`src/rtl/pit_defines.svh`:
```
// offsets, control word fields and reset values of the interval timer bus interface
`ifndef PIT_DEFINES_SVH
`define PIT_DEFINES_SVH
`define PIT_PORT_CNT0 2'h0
`define PIT_PORT_CNT1 2'h1
`define PIT_PORT_CNT2 2'h2
`define PIT_PORT_CTRL 2'h3
`define PIT_CW_SC_HI 7
`define PIT_CW_SC_LO 6
`define PIT_CW_RW_HI 5
`define PIT_CW_RW_LO 4
`define PIT_CW_M_HI 3
`define PIT_CW_M_LO 1
`define PIT_CW_BCD 0
`define PIT_SC_READBACK 2'h3
`define PIT_RW_LATCH 2'h0
`define PIT_RW_LSB 2'h1
`define PIT_RW_MSB 2'h2
`define PIT_RW_BOTH 2'h3
`define PIT_RB_NCOUNT 5
`define PIT_RB_NSTATUS 4
`define PIT_RST_BYTE 8'h00
`define PIT_RST_WORD 16'h0000
`endif

```
`src/rtl/pit_pkg.sv`:
```
// types shared by the interval timer bus interface
package pit_pkg;
   typedef enum logic [1:0] {
      PIT_ACC_LATCH = 2'b00,
      PIT_ACC_LSB = 2'b01,
      PIT_ACC_MSB = 2'b10,
      PIT_ACC_BOTH = 2'b11
   } pit_access_t;
   typedef logic [7:0] pit_byte_t;
   typedef logic [15:0] pit_count_t;
endpackage : pit_pkg

```
`src/rtl/pit_counter.sv`:
```
// one 16-bit down counter with count register, output latch and status
`timescale 1ns/1ps
`default_nettype none
`include "pit_defines.svh"
module pit_counter (
   // clock and reset
   input wire logic clk,
   input wire logic rst_n,
   // host side, already decoded
   input wire logic prog_stb,
   input wire logic [5:0] prog_cw,
   input wire logic latch_stb,
   input wire logic status_stb,
   input wire logic wr_stb,
   input wire logic rd_stb,
   input wire pit_pkg::pit_byte_t wr_data,
   output var pit_pkg::pit_byte_t rd_data,
   // counter pins, already synchronised
   input wire logic cnt_clk,
   input wire logic cnt_gate,
   output logic cnt_out
);
   import pit_pkg::*;

   logic [5:0] cw_q, cw_d;
   pit_count_t cr_q, cr_d, ce_q, ce_d, ol_q, ol_d;
   pit_byte_t st_q, st_d;
   logic ol_held_q, ol_held_d, st_held_q, st_held_d;
   logic wr_hi_q, wr_hi_d, rd_hi_q, rd_hi_d;
   logic load_q, load_d, null_q, null_d, out_q, out_d, clk_q;
   logic tick;
   pit_access_t acc;

   function automatic pit_count_t dec_count(input pit_count_t v, input logic bcd);
      pit_count_t r;
      integer i;
      logic borrow;
      r = v;
      if (!bcd) begin
         r = v - 16'h0001;
      end else begin
         borrow = 1'b1;
         for (i = 0; i < 4; i++) begin
            if (borrow) begin
               if (v[i*4 +: 4] == 4'h0) begin
                  r[i*4 +: 4] = 4'h9;
               end else begin
                  r[i*4 +: 4] = v[i*4 +: 4] - 4'h1;
                  borrow = 1'b0;
               end
            end
         end
      end
      return r;
   endfunction : dec_count

   assign acc = pit_access_t'(cw_q[5:4]);
   assign tick = cnt_clk & ~clk_q & cnt_gate;
   assign cnt_out = out_q;

   always_comb begin
      cw_d = cw_q;
      cr_d = cr_q;
      ce_d = ce_q;
      ol_d = ol_q;
      st_d = st_q;
      ol_held_d = ol_held_q;
      st_held_d = st_held_q;
      wr_hi_d = wr_hi_q;
      rd_hi_d = rd_hi_q;
      load_d = 1'b0;
      null_d = null_q;
      out_d = out_q;
      if (prog_stb) begin
         // programming clears both count register bytes
         cw_d = prog_cw;
         cr_d = `PIT_RST_WORD;
         wr_hi_d = 1'b0;
         rd_hi_d = 1'b0;
         ol_held_d = 1'b0;
         null_d = 1'b1;
         out_d = 1'b0;
      end else if (wr_stb) begin
         // one byte at a time into the count register
         unique case (acc)
            PIT_ACC_LSB: begin
               cr_d[7:0] = wr_data;
               load_d = 1'b1;
            end
            PIT_ACC_MSB: begin
               cr_d[15:8] = wr_data;
               load_d = 1'b1;
            end
            PIT_ACC_BOTH: begin
               if (wr_hi_q) begin
                  cr_d[15:8] = wr_data;
                  load_d = 1'b1;
               end else begin
                  cr_d[7:0] = wr_data;
               end
               wr_hi_d = ~wr_hi_q;
            end
            PIT_ACC_LATCH: begin
            end
         endcase
      end
      if (load_q) begin
         ce_d = cr_q;
         null_d = 1'b0;
      end else if (tick) begin
         ce_d = dec_count(ce_q, cw_q[`PIT_CW_BCD]);
         if (ce_q == 16'h0001) begin
            out_d = 1'b1;
         end
      end
      // read completion first; a latch in the same cycle is ignored if a latch was already held
      if (rd_stb) begin
         if (st_held_q) begin
            st_held_d = 1'b0;
         end else if (acc == PIT_ACC_BOTH && !rd_hi_q) begin
            rd_hi_d = 1'b1;
         end else begin
            rd_hi_d = 1'b0;
            ol_held_d = 1'b0;
         end
      end
      if (latch_stb && !ol_held_q) begin
         ol_held_d = 1'b1;
      end
      if (!ol_held_d) begin
         ol_d = ce_d;
      end
      if (status_stb && !st_held_q) begin
         st_d = {out_q, null_q, cw_q};
         st_held_d = 1'b1;
      end
   end

   // status or output latch, never the counting element
   always_comb begin
      if (st_held_q) begin
         rd_data = st_q;
      end else if (acc == PIT_ACC_MSB || (acc == PIT_ACC_BOTH && rd_hi_q)) begin
         rd_data = ol_q[15:8];
      end else begin
         rd_data = ol_q[7:0];
      end
   end

   always_ff @(posedge clk or negedge rst_n) begin
      if (!rst_n) begin
         cw_q <= 6'h00;
         cr_q <= `PIT_RST_WORD;
         ce_q <= `PIT_RST_WORD;
         ol_q <= `PIT_RST_WORD;
         st_q <= `PIT_RST_BYTE;
         ol_held_q <= 1'b0;
         st_held_q <= 1'b0;
         wr_hi_q <= 1'b0;
         rd_hi_q <= 1'b0;
         load_q <= 1'b0;
         null_q <= 1'b0;
         out_q <= 1'b0;
         clk_q <= 1'b0;
      end else begin
         cw_q <= cw_d;
         cr_q <= cr_d;
         ce_q <= ce_d;
         ol_q <= ol_d;
         st_q <= st_d;
         ol_held_q <= ol_held_d;
         st_held_q <= st_held_d;
         wr_hi_q <= wr_hi_d;
         rd_hi_q <= rd_hi_d;
         load_q <= load_d;
         null_q <= null_d;
         out_q <= out_d;
         clk_q <= cnt_clk;
      end
   end
endmodule : pit_counter
`default_nettype wire

```
`src/rtl/pit_top.sv`:
```
// bus interface and read/write logic of the three-channel interval timer
// What this block does
// - port select 00,01,10 counters; 11 control word
// - strobes ignored unless chip select low
// - read low drives addressed counter byte out
// - write low transfers control word or count
// - port 11 write stores and executes control word
// - control word write-only; status via read-back
// - 8-bit data bus undriven unless reading
// - three independent 16-bit counters
// - each counter own clock, gate, output
// - binary or BCD counting per counter
// - target counter taken from control word field
// - reads return output latch, byte-wise
// - count bytes staged, loaded together
`timescale 1ns/1ps
`default_nettype none
`include "pit_defines.svh"
module pit_top (
   // clock and reset
   input wire logic CLK_SYS,
   input wire logic RST_N,
   // host bus
   input wire logic CS_N,
   input wire logic RD_N,
   input wire logic WR_N,
   input wire logic [1:0] PORT_SELECT,
   input wire pit_pkg::pit_byte_t HOST_BUS_LINES_I,
   output var pit_pkg::pit_byte_t HOST_BUS_LINES_O,
   output logic HOST_BUS_LINES_OE,
   // counter pins
   input wire logic [2:0] CNT_CLK,
   input wire logic [2:0] CNT_GATE,
   output logic [2:0] CNT_OUT
);
   import pit_pkg::*;

   logic rst_s1_q, rst_n_s;
   logic [1:0] cs_n_s, rd_n_s, wr_n_s;
   logic [1:0] ps_s [2];
   pit_byte_t di_s [2];
   logic [2:0] ck_s [2];
   logic [2:0] gt_s [2];
   logic rd_act, wr_act, wr_prev_q, rd_prev_q, wr_stb, rd_end;
   logic [2:0] prog_stb, latch_stb, status_stb, cnt_wr, cnt_rd;
   pit_byte_t cnt_rdata [3];
   pit_byte_t dout_q, dout_d;
   logic oe_q, oe_d;
   pit_byte_t cw;

   ////////////////////////////////////////////////////////////////////////
   // reset release and pin synchronisers
   always_ff @(posedge CLK_SYS or negedge RST_N) begin
      if (!RST_N) begin
         rst_s1_q <= 1'b0;
         rst_n_s <= 1'b0;
      end else begin
         rst_s1_q <= 1'b1;
         rst_n_s <= rst_s1_q;
      end
   end

   always_ff @(posedge CLK_SYS or negedge rst_n_s) begin
      if (!rst_n_s) begin
         cs_n_s <= 2'h3;
         rd_n_s <= 2'h3;
         wr_n_s <= 2'h3;
         ps_s[0] <= 2'h0;
         ps_s[1] <= 2'h0;
         di_s[0] <= `PIT_RST_BYTE;
         di_s[1] <= `PIT_RST_BYTE;
         ck_s[0] <= 3'h0;
         ck_s[1] <= 3'h0;
         gt_s[0] <= 3'h0;
         gt_s[1] <= 3'h0;
      end else begin
         cs_n_s <= {cs_n_s[0], CS_N};
         rd_n_s <= {rd_n_s[0], RD_N};
         wr_n_s <= {wr_n_s[0], WR_N};
         ps_s[1] <= ps_s[0];
         ps_s[0] <= PORT_SELECT;
         di_s[1] <= di_s[0];
         di_s[0] <= HOST_BUS_LINES_I;
         ck_s[1] <= ck_s[0];
         ck_s[0] <= CNT_CLK;
         gt_s[1] <= gt_s[0];
         gt_s[0] <= CNT_GATE;
      end
   end

   ////////////////////////////////////////////////////////////////////////
   // strobe qualification and decode
   assign rd_act = ~cs_n_s[1] & ~rd_n_s[1];
   assign wr_act = ~cs_n_s[1] & ~wr_n_s[1];
   // write taken at the trailing edge so the data has settled
   assign wr_stb = wr_prev_q & ~wr_act;
   assign rd_end = rd_prev_q & ~rd_act;
   assign cw = di_s[1];

   always_comb begin
      prog_stb = 3'h0;
      latch_stb = 3'h0;
      status_stb = 3'h0;
      cnt_wr = 3'h0;
      cnt_rd = 3'h0;
      if (wr_stb) begin
         if (ps_s[1] == `PIT_PORT_CTRL) begin
            if (cw[`PIT_CW_SC_HI:`PIT_CW_SC_LO] == `PIT_SC_READBACK) begin
               latch_stb = cw[`PIT_RB_NCOUNT] ? 3'h0 : cw[3:1];
               status_stb = cw[`PIT_RB_NSTATUS] ? 3'h0 : cw[3:1];
            end else if (cw[`PIT_CW_RW_HI:`PIT_CW_RW_LO] == `PIT_RW_LATCH) begin
               latch_stb[cw[`PIT_CW_SC_HI:`PIT_CW_SC_LO]] = 1'b1;
            end else begin
               prog_stb[cw[`PIT_CW_SC_HI:`PIT_CW_SC_LO]] = 1'b1;
            end
         end else begin
            cnt_wr[ps_s[1]] = 1'b1;
         end
      end
      if (rd_end && ps_s[1] != `PIT_PORT_CTRL) begin
         cnt_rd[ps_s[1]] = 1'b1;
      end
   end

   ////////////////////////////////////////////////////////////////////////
   // read data path, registered
   always_comb begin
      dout_d = dout_q;
      oe_d = 1'b0;
      if (rd_act && ps_s[1] != `PIT_PORT_CTRL) begin
         oe_d = 1'b1;
         dout_d = cnt_rdata[ps_s[1]];
      end
      // control word port never drives the bus
      if (ps_s[1] == `PIT_PORT_CTRL) begin
         oe_d = 1'b0;
      end
   end

   always_ff @(posedge CLK_SYS or negedge rst_n_s) begin
      if (!rst_n_s) begin
         dout_q <= `PIT_RST_BYTE;
         oe_q <= 1'b0;
         wr_prev_q <= 1'b0;
         rd_prev_q <= 1'b0;
      end else begin
         dout_q <= dout_d;
         oe_q <= oe_d;
         wr_prev_q <= wr_act;
         rd_prev_q <= rd_act;
      end
   end

   assign HOST_BUS_LINES_O = dout_q;
   assign HOST_BUS_LINES_OE = oe_q;

   ////////////////////////////////////////////////////////////////////////
   // the three counters
   for (genvar g = 0; g < 3; g++) begin : g_cnt
      pit_counter u_cnt (
         .clk(CLK_SYS),
         .rst_n(rst_n_s),
         .prog_stb(prog_stb[g]),
         .prog_cw(cw[5:0]),
         .latch_stb(latch_stb[g]),
         .status_stb(status_stb[g]),
         .wr_stb(cnt_wr[g]),
         .rd_stb(cnt_rd[g]),
         .wr_data(cw),
         .rd_data(cnt_rdata[g]),
         .cnt_clk(ck_s[1][g]),
         .cnt_gate(gt_s[1][g]),
         .cnt_out(CNT_OUT[g])
      );
   end

   ////////////////////////////////////////////////////////////////////////
   // checks
   property p_oe_ctrl;
      @(posedge CLK_SYS) disable iff (!rst_n_s)
         (ps_s[1] == `PIT_PORT_CTRL) |=> !HOST_BUS_LINES_OE;
   endproperty
   a_oe_ctrl: assert property (p_oe_ctrl) else $error("bus driven on control port");

   property p_no_cs;
      @(posedge CLK_SYS) disable iff (!rst_n_s)
         cs_n_s[1] |=> !HOST_BUS_LINES_OE;
   endproperty
   a_no_cs: assert property (p_no_cs) else $error("bus driven while deselected");

   property p_rd_drive;
      @(posedge CLK_SYS) disable iff (!rst_n_s)
         (rd_act && ps_s[1] != `PIT_PORT_CTRL) |=> HOST_BUS_LINES_OE;
   endproperty
   a_rd_drive: assert property (p_rd_drive) else $error("read not answered");

   property p_idle_float;
      @(posedge CLK_SYS) disable iff (!rst_n_s)
         !rd_act |=> !HOST_BUS_LINES_OE;
   endproperty
   a_idle_float: assert property (p_idle_float) else $error("bus driven without read");

   property p_rd_data;
      @(posedge CLK_SYS) disable iff (!rst_n_s)
         (rd_act && ps_s[1] == 2'h1) |=> HOST_BUS_LINES_O == $past(cnt_rdata[1]);
   endproperty
   a_rd_data: assert property (p_rd_data) else $error("wrong counter read");

   property p_cw_target;
      @(posedge CLK_SYS) disable iff (!rst_n_s)
         (wr_stb && ps_s[1] == `PIT_PORT_CTRL && cw[7:6] == 2'h2 && cw[5:4] != 2'h0) |-> prog_stb == 3'h4;
   endproperty
   a_cw_target: assert property (p_cw_target) else $error("control word target wrong");

   property p_cnt_wr;
      @(posedge CLK_SYS) disable iff (!rst_n_s)
         (wr_stb && ps_s[1] == 2'h0) |-> (cnt_wr == 3'h1 && prog_stb == 3'h0);
   endproperty
   a_cnt_wr: assert property (p_cnt_wr) else $error("count write misrouted");

   property p_no_wr_deselect;
      @(posedge CLK_SYS) disable iff (!rst_n_s)
         cs_n_s[1] |=> (cnt_wr == 3'h0 && prog_stb == 3'h0 && latch_stb == 3'h0);
   endproperty
   a_no_wr_deselect: assert property (p_no_wr_deselect) else $error("write taken while deselected");
endmodule : pit_top
`default_nettype wire

```
`config.mk`:
```
export PLATFORM = sky130hd
export DESIGN_NAME = pit_top
export DESIGN_NICKNAME = d
export VERILOG_FILES = /design/src/rtl/pit_pkg.sv /design/src/rtl/pit_counter.sv /design/src/rtl/pit_top.sv
export VERILOG_INCLUDE_DIRS = /design/src /design/src/rtl
export SDC_FILE = /design/constraint.sdc
export NUM_CORES = 1
export LEC_CHECK = 0
export BUFFER_PORTS_ARGS = -buffer_cell sky130_fd_sc_hd__buf_4
export CORE_MARGIN = 3
export CORE_UTILIZATION = 55
export CTS_CLUSTER_SIZE = 24
export DETAILED_ROUTE_END_ITERATION = 8
export GPL_TIMING_DRIVEN = 0
export PLACE_DENSITY = 0.73
export REMOVE_ABC_BUFFERS = 1
export SETUP_SLACK_MARGIN = 0.5
export SLEW_MARGIN = 20
export SYNTH_ARGS = -nofsm -noshare
export SYNTH_HDL_FRONTEND = slang
export SYNTH_HIERARCHICAL = 1
export SYNTH_SLANG_ARGS = --single-unit
```
`constraint.sdc`:
```
create_clock -name CLK_SYS -period 9.9 [get_ports CLK_SYS]
set_input_delay 1.98 -clock CLK_SYS [delete_from_list [all_inputs] [get_ports CLK_SYS]]
set_output_delay 1.98 -clock CLK_SYS [all_outputs]
set_load 0.01 [all_outputs]
```
# After elaboration in Yosys (flattened, before gate mapping)
# Index checks and enable logic that the tools add are counted.
# word_totals
inputBits	21
word_cells	386
ff_bits	261
# classes
magnitude_cmp	5
muxes	193
add_sub_neg	15
n_eq_ne	21
reduce_logical	71
bitwise_logic	22
# op_table
operator	n
$mux 16	15
$mux 1	115
$mux 8	14
$pmux 8 s2	6
$mux 4	21
$eq 16x1->1 const B	3
$logic_not 4->1	12
$mux 3	16
$sub 16x1->16 const B	3
$sub 4x1->4 const B	12
$reduce_bool 2->1	12
$reduce_and 3->1	6
$reduce_bool 3->1	6
$bmux 8 s2	1
$eq 2x2->1 const B	8
$logic_and 1x1->1	16
$not 1->1	11
$and 1x1->1	10
$logic_not 1->1	9
$ne 3x2->1 const B	3
$ne 3x3->1 const B	3
$eq 2x1->1 const B	3
$lt 2x3->1 const B	2
$pmux 1 s2	3
other kinds (9)	17

# Logic depth before layout (Yosys ltp)
# Gate-level depths: netlist (run 1).
# logic_depth
ltp_word	17
depth_mapped	11
depth_no_buf	9

# Modules after synthesis
# The synthesis (run 1) kept the hierarchy.
# modules_own_cells
mod	area_each_um2	cells_each	n_inst
pit_counter at g_cnt[0].u_cnt	3557.2	331	1
pit_counter at g_cnt[1].u_cnt	3545.9	331	1
pit_counter at g_cnt[2].u_cnt	3512.1	323	1
pit_top	1816.7	138	1

# Least setup slack after synthesis (run 1)
# No wires, ideal clock.
# synth_path
path_kind	reg2reg
startpoint	reg ps_s[0] in the netlist's numbering
endpoint	reg g_cnt[0].u_cnt.ol_q[11]
path_slack_ns	7.384
setup_time_ns	0.125
t_required_ns	9.775
path_stages_with_launch	9
n_path_buf	3
arrival_ns	2.391
cell_sequence	dfrtp_1 -> buf_4 -> clkbuf_2 -> o2111ai_1 -> nor4_1 -> a31oi_1 -> mux2i_1 -> buf_2 -> mux2_2
# synth_via
elab_chain_cells	8
word_cells_on_any_way	19
classes_between	order compare (2); eq/ne (2); mux (12); reduce/logical (3)
# synth_rtl
item	line_no	text
start, declared	pit_top.sv:40	logic [1:0] ps_s [2];
$eq 2x2->1 (no line) *	n/a	
$mux 3 *	pit_top.sv:107	if (ps_s[1] == `PIT_PORT_CTRL) begin
$mux 3 *	pit_top.sv:106	if (wr_stb) begin
net prog_stb[0]	pit_top.sv:45	logic [2:0] prog_stb, latch_stb, status_stb, cnt_wr, cnt_rd;
$mux 1 *	pit_counter.sv:74	if (prog_stb) begin
$mux 1	pit_counter.sv:120	end else if (acc == PIT_ACC_BOTH && !rd_hi_q) begin
$mux 1	pit_counter.sv:118	if (st_held_q) begin
$mux 1 *	pit_counter.sv:117	if (rd_stb) begin
$mux 1 *	pit_counter.sv:127	if (latch_stb && !ol_held_q) begin
end signal, assigned	pit_counter.sv:155	ol_q <= `PIT_RST_WORD;
end signal, assigned	pit_counter.sv:169	ol_q <= ol_d;
end, declared	pit_counter.sv:26	pit_count_t cr_q, cr_d, ce_q, ce_d, ol_q, ol_d;
# The timed path passes the listed nets; every way through them passes the cells marked *.
# A chain may end at the register's enable or synchronous reset.

# Final worst setup path (run 1)
# layout_path
startpoint	reg ps_s[0] in the netlist's numbering
endpoint	reg g_cnt[0].u_cnt.ol_q[7]
# layout_via
elab_chain_cells	8
word_cells_on_any_way	19
classes_between	order compare (2); eq/ne (2); mux (12); reduce/logical (3)
# layout_rtl
item	line_no	text
$eq 2x2->1 (no line) *	n/a	
$mux 3 *	pit_top.sv:107	
$mux 3 *	pit_top.sv:106	
net prog_stb[0]	pit_top.sv:45	
$mux 1 *	pit_counter.sv:74	
$mux 1	pit_counter.sv:120	
$mux 1	pit_counter.sv:118	
$mux 1 *	pit_counter.sv:117	
$mux 1 *	pit_counter.sv:127	
net g_cnt[0].u_cnt.ol_held_d	pit_counter.sv:28	logic ol_held_q, ol_held_d, st_held_q, st_held_d;
# Marks and branches as above.

==> results.sh, run 1 <==
export IMPL_route_detailed_drc=0
export IMPL_gpl_final_weighted_congestion=0.8912
export IMPL_core_box_area_um2=22030
export IMPL_floorplan_die_height_um=156.3
export IMPL_multiInputGateArea_um2=5549
export IMPL_yosys_register_bits=261
export IMPL_crit_path_top_delay_cell="dfrtp_1"
export IMPL_synth_most_common_cell="dfrtp_1"
export IMPL_worstSetupPathDepth=8
export IMPL_clk_path_buf_depth=3
export IMPL_setup_worst_path_end_class="flop"
export IMPL_cts_reportedPaths_clkPinSlew_ns=0.06
export IMPL_route_antenna_remaining_nets=0
export IMPL_floorplan_initialDensity_pct=56.44
export IMPL_leakagePower_nw=6.199
export IMPL_port_buffer_count=32
export IMPL_headroom_to_the_max_slew_limit_pct=26.75
export IMPL_max_cap_violations=0
export IMPL_cell_count_after_placement=1387
export IMPL_rrSetupSlack_ns=6.18
export IMPL_clk_latency_ns=0.53
export IMPL_die_x_um=156.3
export IMPL_crit_path_cell_trace="o2111ai_1 > nor4_2 > buf_2 > a31oi_1 > mux2i_4 > inv_1 > nand2_1 > o221ai_1"
export IMPL_worstPathRequired_ns=10.30
export IMPL_reg2reg_depth=8
export IMPL_finish_cell_count_without_fillers=1439
export IMPL_final_setup_skew_ns=0.01093
export IMPL_slowest_delay_ns=0.98
export IMPL_worst_hold_slack_ns=0.3393
export IMPL_hold_violations=0
export IMPL_setup_repair_after_global_routing_missed_its_margin="no"
export IMPL_maximum_number_of_pins_on_one_net_before_global_route_repair=60
export IMPL_vdd_ir_drop_worst_v=0.0001558
export IMPL_period_minus_slack_ns=3.717
export IMPL_post_drt_via_cell_ratio=6.071
export IMPL_cts_resized=0
export IMPL_postSynthCellCount=1123
export IMPL_place_hpwl_mm=19.23
export IMPL_first_global_vias=8580
export IMPL_final_max_slew_violation_count=0
export IMPL_crit_buf_inv=2
export IMPL_finalWirelength_mm=28.52
export IMPL_yosys_area_top_type_share_pct=51.33
export IMPL_synth_async_reset_ratio_pct=100.0
export IMPL_grt_util_all_layers_pct=23.70
export IMPL_nNetsFinal=1179
export IMPL_drt_first_pass_iters=7
export IMPL_post_place_setup_slack_ns=6.276
export IMPL_boundaryPins=33
export IMPL_cts_repair_timing_setup_buffer_count=0
export IMPL_floorplan_die_area_um2=24440
export IMPL_synthesis_yosys_warnings=6
export IMPL_minimum_setup_slack_in_the_final_design_ns=6.183
export IMPL_tritoncts="done"
export IMPL_cts_root_buf="clkbuf_16"
export IMPL_first_pass_grt_wire_length_mm=46.62
export IMPL_data_arrival_critical_path_ns=4.11
export IMPL_htreeDepth=1
export IMPL_rows=54
export IMPL_antenna_cells=0
export IMPL_regToRegEndpoint="g_cnt[0].u_cnt/ol_q[7]"
export IMPL_worstPathMaxFanout=28
export IMPL_power_density_cell_area_nw_per_um2=231.8
export IMPL_post_cts_hold_buffer_count=0
export IMPL_antenna_violations_before_repair=0
export IMPL_synth_sequential_area_ratio_pct=52.60
export IMPL_reg2reg_from="ps_s[0]"
export IMPL_worst_path_class_setup="flop to flop"
export IMPL_min_period_over_period_pct=37.54
export IMPL_seqCellArea_um2=6543
export IMPL_worstMarginPinSlew_ns=1.099
export IMPL_flow_area_growth_from_synthesis_pct=13.04
export IMPL_max_freq_ghz=0.2691
export IMPL_synth_area_leader_cell="dfrtp_1"
export IMPL_status="finished clean"
export IMPL_setup_worst_path_start_class="flop"
export IMPL_cts_num_sinks=261
export IMPL_synth_top_cells_by_area="dfrtp_1 (51%), mux2_2 (12%), nand2_1 (3.4%)"
export IMPL_tritoncts_num_buffers=28
export IMPL_timing_final_setup_violations=0
export IMPL_syn_cell_area_um2=12430
export IMPL_min_delay_path_class="flop to asynchronous set/reset pin"
export IMPL_grt_ovfl_total=0
export IMPL_route_vias_total=8736
export IMPL_worst_setup_path_endpoint="g_cnt[0].u_cnt/ol_q[7]"
export IMPL_crit_family="flip-flops"
export IMPL_final_layout_size_suffix_gt1_share_pct=23.04
export IMPL_postSynthAreaPerCell_um2=11.07
export IMPL_synth_enable_flop_cells=0
export IMPL_detail_route_iter0_violations=626
export IMPL_avgRoutedWirePerCell_um=19.82
export IMPL_yosysUniqueCellTypes=83
export IMPL_crit_start="ps_s[0]"
export IMPL_ys_top_cells_by_count="dfrtp_1 (255), mux2_2 (132), nand2_1 (111)"
export IMPL_synthFlopType="dfrtp_1"
export IMPL_fillerInstances=1694
layout by cell type (no fill, tap or decap), types with 8 or more instances in the layout:
master     instances
o31ai_1            9
mux2i_1           33
a31oi_1           14
o22ai_1           11
or4_1             13
nor3_1            29
nand2b_1          15
dfrtp_1          254
nor2_1            48
inv_1             36
xor2_1             9
nand2_1          111
o221ai_1           8
clkbuf_16         29
mux2_2           132
nand4_1           10
buf_4             35
xnor2_1           11
ha_1              21
a21oi_1           32
nor4_1            16
nor2b_1           32
o21ai_0           70
nand3_1           16
layout make-up:
| class | count | share of cell area (%) |
|---|---|---|
| clock buffer | 36 | 5.636 |
| multi-input combinational | 764 | 39.49 |
| timing repair buffer | 43 | 2.885 |
| tap | 280 | 2.493 |
| sequential | 261 | 46.55 |
| clock inverter | 16 | 1.905 |
| inverter | 39 | 1.042 |
metrics by stage:
step / TNS [ns] / cell area [um2] / power (mW) / utilization (%)
3_3_place_gp: -169.78 / 12760 / 2.054 / 57.95
3_5_place_dp: 0 / 12990 / 2.084 / 58.99
2_1_floorplan: 0 / 12170 / 1.860 / -
6_report: 0 / 14050 / 3.258 / 63.80
4_1_cts: 0 / 14050 / 3.276 / 63.80
5_1_grt: 0 / 14050 / 3.420 / 63.80
registers in the layout (all words and copies together), names as in the netlist, 3 cells and up:
name                   cells
HOST_BUS_LINES_O           8
ck_s                       6
cw                         8
di_s                       8
g_cnt.u_cnt/ce_q          48
g_cnt.u_cnt/clk_q          3
g_cnt.u_cnt/cnt_out        3
g_cnt.u_cnt/cr_q          48
g_cnt.u_cnt/cw_q          18
g_cnt.u_cnt/load_q         3
g_cnt.u_cnt/null_q         3
g_cnt.u_cnt/ol_held_q      3
g_cnt.u_cnt/ol_q          48
g_cnt.u_cnt/rd_hi_q        3
g_cnt.u_cnt/st_held_q      3
g_cnt.u_cnt/st_q          24
g_cnt.u_cnt/wr_hi_q        3
gt_s                       6
ps_s                       4
worst min path at each step:
stage               slack (ns)                      to     start  depth (start not counted)
floorplan                 0.33                 ck_s[0]   ck_s[3]                          0
global placement          0.33                   cw[5]  di_s[13]                          0
detailed placement        0.33                   cw[5]  di_s[13]                          0
CTS                       0.35                   cw[0]   di_s[8]                          0
global route              0.35                   cw[0]   di_s[8]                          0
finish                    0.34  g_cnt[1].u_cnt/cw_q[4]   rst_n_s                          0
metal layers:
metal / GRT usage (%) / share of wire [%] / up-vias
met5: 0 / 0 / -
met4: 5.961 / 2.0 / 0
met3: 3.346 / 5.0 / 45
met2: 37.06 / 46 / 245
met1: 35.29 / 47 / 4363
li1: - / - / 4083
power by group:
| part | internal [mW] | switching, mW |
|---|---|---|
| clock network | 0.748 | 0.429 |
| registers | 1.26 | 0.196 |
| logic | 0.301 | 0.323 |
cells by family after synthesis:
group | after synthesis | share of synthesized area (%)
AND/OR/NAND/NOR | 344 | 14.67
AO/OA/AOI/OAI | 208 | 10.83
other | 1 | 0.03016
buffers and inverters | 98 | 3.251
XOR/XNOR | 20 | 1.409
flip-flops | 261 | 52.60
multiplexers | 170 | 15.10
adder cells (fa/ha/maj) | 21 | 2.114
Note: power is estimated with default switching activity, not from simulation.
==> run 2, diff against run 1 <==
--- a/config.mk
+++ b/config.mk
@@ -12,7 +12,7 @@
 export CTS_CLUSTER_SIZE = 24
 export DETAILED_ROUTE_END_ITERATION = 8
 export GPL_TIMING_DRIVEN = 0
-export PLACE_DENSITY = 0.73
+export PLACE_DENSITY = 0.75
 export REMOVE_ABC_BUFFERS = 1
 export SETUP_SLACK_MARGIN = 0.5
 export SLEW_MARGIN = 20
==> constraint.sdc (replaced) <==
create_clock -name CLK_SYS -period 3.2 [get_ports CLK_SYS]
set_input_delay 0.64 -clock CLK_SYS [delete_from_list [all_inputs] [get_ports CLK_SYS]]
set_output_delay 0.64 -clock CLK_SYS [all_outputs]
set_load 0.01 [all_outputs]
==> run 2 against run 1 <==
  * Register-to-register slack got worse by 5.6 ns
  * Maximum frequency rose by 42%
  * Die area did not move
  * Count of clock-buffer cells in the layout did not move
  * Design area rose by 0.60%
  * Via count rose by 1.1%
  * Cell count rose by 0.35%
  * Sequential share of layout area fell by 0.22 points
  * Setup slack got worse by 5.6 ns
  * Clock skew rose by 0.010 ns
  * Worst hold slack got worse by 0.13 ns
  * Sequential power rose to 3.1 times the previous value
  * Critical path type unchanged
  * Largest cell class unchanged
  * Largest power group unchanged
  * Highest routed layer unchanged
==> results.sh, run 2 (synthesis gave the netlist of run 1 again) <==
export IMPL_detail_route_iter0_violations=773
export IMPL_nNetsFinal=1186
export IMPL_worstPathRequired_ns=3.61
export IMPL_place_hpwl_mm=19.54
export IMPL_leakagePower_nw=6.212
export IMPL_route_detailed_drc=0
export IMPL_floorplan_die_area_um2=24440
export IMPL_die_x_um=156.3
export IMPL_tritoncts_num_buffers=27
export IMPL_grt_util_all_layers_pct=24.00
export IMPL_route_vias_total=8828
export IMPL_clk_path_buf_depth=3
export IMPL_grt_ovfl_total=0
export IMPL_hold_violations=0
export IMPL_worstMarginPinSlew_ns=1.027
export IMPL_power_density_cell_area_nw_per_um2=704.3
export IMPL_final_layout_size_suffix_gt1_share_pct=23.80
export IMPL_stdcell_area_um2=14140
export IMPL_worst_hold_path_num_cells=1
export IMPL_antenna_cells=0
export IMPL_reg2reg_depth=7
export IMPL_largest_registers="g_cnt.u_cnt/ce_q (48), g_cnt.u_cnt/cr_q (48), g_cnt.u_cnt/ol_q (48)"
export IMPL_avgRoutedWirePerCell_um=20.31
export IMPL_worstPathMaxFanout=6
export IMPL_rows=54
export IMPL_cts_reportedPaths_clkPinSlew_ns=0.06
export IMPL_global_route_usage_met2_pct=38.23
export IMPL_vdd_ir_drop_worst_v=0.0005414
export IMPL_final_max_slew_violation_count=0
export IMPL_headroom_to_the_max_slew_limit_pct=31.57
export IMPL_drt_first_pass_iters=5
export IMPL_max_cap_violations=0
export IMPL_final_setup_skew_ns=0.02099
export IMPL_core_box_area_um2=22030
export IMPL_worst_path_class_setup="flop to flop"
export IMPL_data_arrival_critical_path_ns=3.03
export IMPL_timing_final_setup_violations=0
export IMPL_globalRouteMet3Util_pct=3.595
export IMPL_boundaryPins=33
export IMPL_first_global_vias=8724
export IMPL_cts_num_sinks=261
export IMPL_crit_start="g_cnt[0].u_cnt/ce_q[0]"
export IMPL_status="finished clean"
export IMPL_finalWirelength_mm=29.32
export IMPL_gpl_final_weighted_congestion=0.8968
export IMPL_min_period_over_period_pct=81.85
export IMPL_period_minus_slack_ns=2.619
export IMPL_tritoncts="done"
export IMPL_reg2reg_from="g_cnt[0].u_cnt/ce_q[0]"
export IMPL_floorplan_initialDensity_pct=56.44
export IMPL_flow_area_growth_from_synthesis_pct=13.72
export IMPL_floorplan_die_height_um=156.3
export IMPL_mostFrequentLayoutCells="dfrtp_1 (250), mux2_2 (132), nand2_1 (111)"
export IMPL_mostFrequentLayoutCell="dfrtp_1"
export IMPL_maximum_number_of_pins_on_one_net_before_global_route_repair=59
export IMPL_antenna_violations_before_repair=0
export IMPL_post_drt_via_cell_ratio=6.114
export IMPL_postPlaceCellArea_um2=12990
export IMPL_setup_worst_path_end_class="flop"
export IMPL_grt_busiest_layer="met2"
export IMPL_htreeDepth=1
export IMPL_cts_root_buf="clkbuf_16"
export IMPL_setup_repair_after_global_routing_missed_its_margin="no"
export IMPL_clk_latency_ns=0.54
export IMPL_minimum_setup_slack_in_the_final_design_ns=0.5809
export IMPL_post_place_setup_slack_ns=-0.3999
export IMPL_first_pass_grt_wire_length_mm=47.09
export IMPL_worst_hold_startpoint="CNT_GATE[1]"
export IMPL_global_route_usage_met1_pct=35.32
export IMPL_min_delay_path_class="primary input to flop"
export IMPL_route_antenna_remaining_nets=0
export IMPL_max_freq_ghz=0.3818
export IMPL_port_buffer_count=32
export IMPL_setup_worst_path_start_class="flop"
## run 2: cell types whose count changed in the layout (fill, tap and decap cells not counted), sizes merged
cell	previous run	this run
dlygate4sd3	0	1
clkinv	8	6
inv	38	37
mux2i	36	37
buf	43	49
## run 2: per-stage QoR
step	hold WS, ns	instances	TNS [ns]	total power, mW	util (%)
after floorplan	0.3312	1064	-1233.37	5.755	-
after global placement	0.3317	1376	-2110.49	6.348	57.95
after detailed placement	0.3347	1386	-8.131	6.442	58.95
after CTS	0.1932	1440	0	9.980	63.90
after global routing	0.1930	1444	0	10.44	64.18
final	0.2096	1444	0	9.957	64.18
## run 2: per-layer routing
metal	vias up	share of wire, %
li1	4079	-
met1	4431	44
met2	276	48
met3	42	6.2
met4	0	1.5
met5	-	0
## run 2: area by class of cell
class,count,area [um2]
inverter,39,146.4
multi-input combinational,765,5604
sequential,261,6550
clock buffer,36,749.5
tap,280,350.3
fill,1689,7889
timing repair buffer,50,491.7
clock inverter,13,245.2
## run 2: what timing repair did
action | in CTS | in global routing
hold endpoints to repair | 2 | 0
setup endpoints to repair | 127 | 62
cloned | 1 | 0
setup buffers | 3 | 4
hold buffers | 1 | 0
gates resized for setup | 10 | 3
pin swaps | 1 | 1
## run 2: critical path, stage by stage, from the launching register on
cell and delay (ns):
dfrtp_1 0.44, inv_1 0.13, ha_1 0.27, or3b_4 0.43, a2111o_1 0.42, a221o_1 0.36
o22a_1 0.21, mux2_4 0.27
## run 2: path summary, 6_finish.rpt
kind	endpoint	slack (ns)
max	g_cnt[0].u_cnt/ol_q[6]	0.58
min	gt_s[4]	0.21
max reg2reg	g_cnt[0].u_cnt/ol_q[6]	0.58
min reg2reg	cw[1]	0.35
max in group asynchronous	ck_s[0]	1.75
min in group asynchronous	g_cnt[1].u_cnt/ol_q[12]	0.40
## run 2: where the power goes
| group | internal (mW) | switching (mW) |
|---|---|---|
| clock | 2.20 | 1.29 |
| combinational | 0.953 | 0.987 |
| sequential | 3.90 | 0.628 |
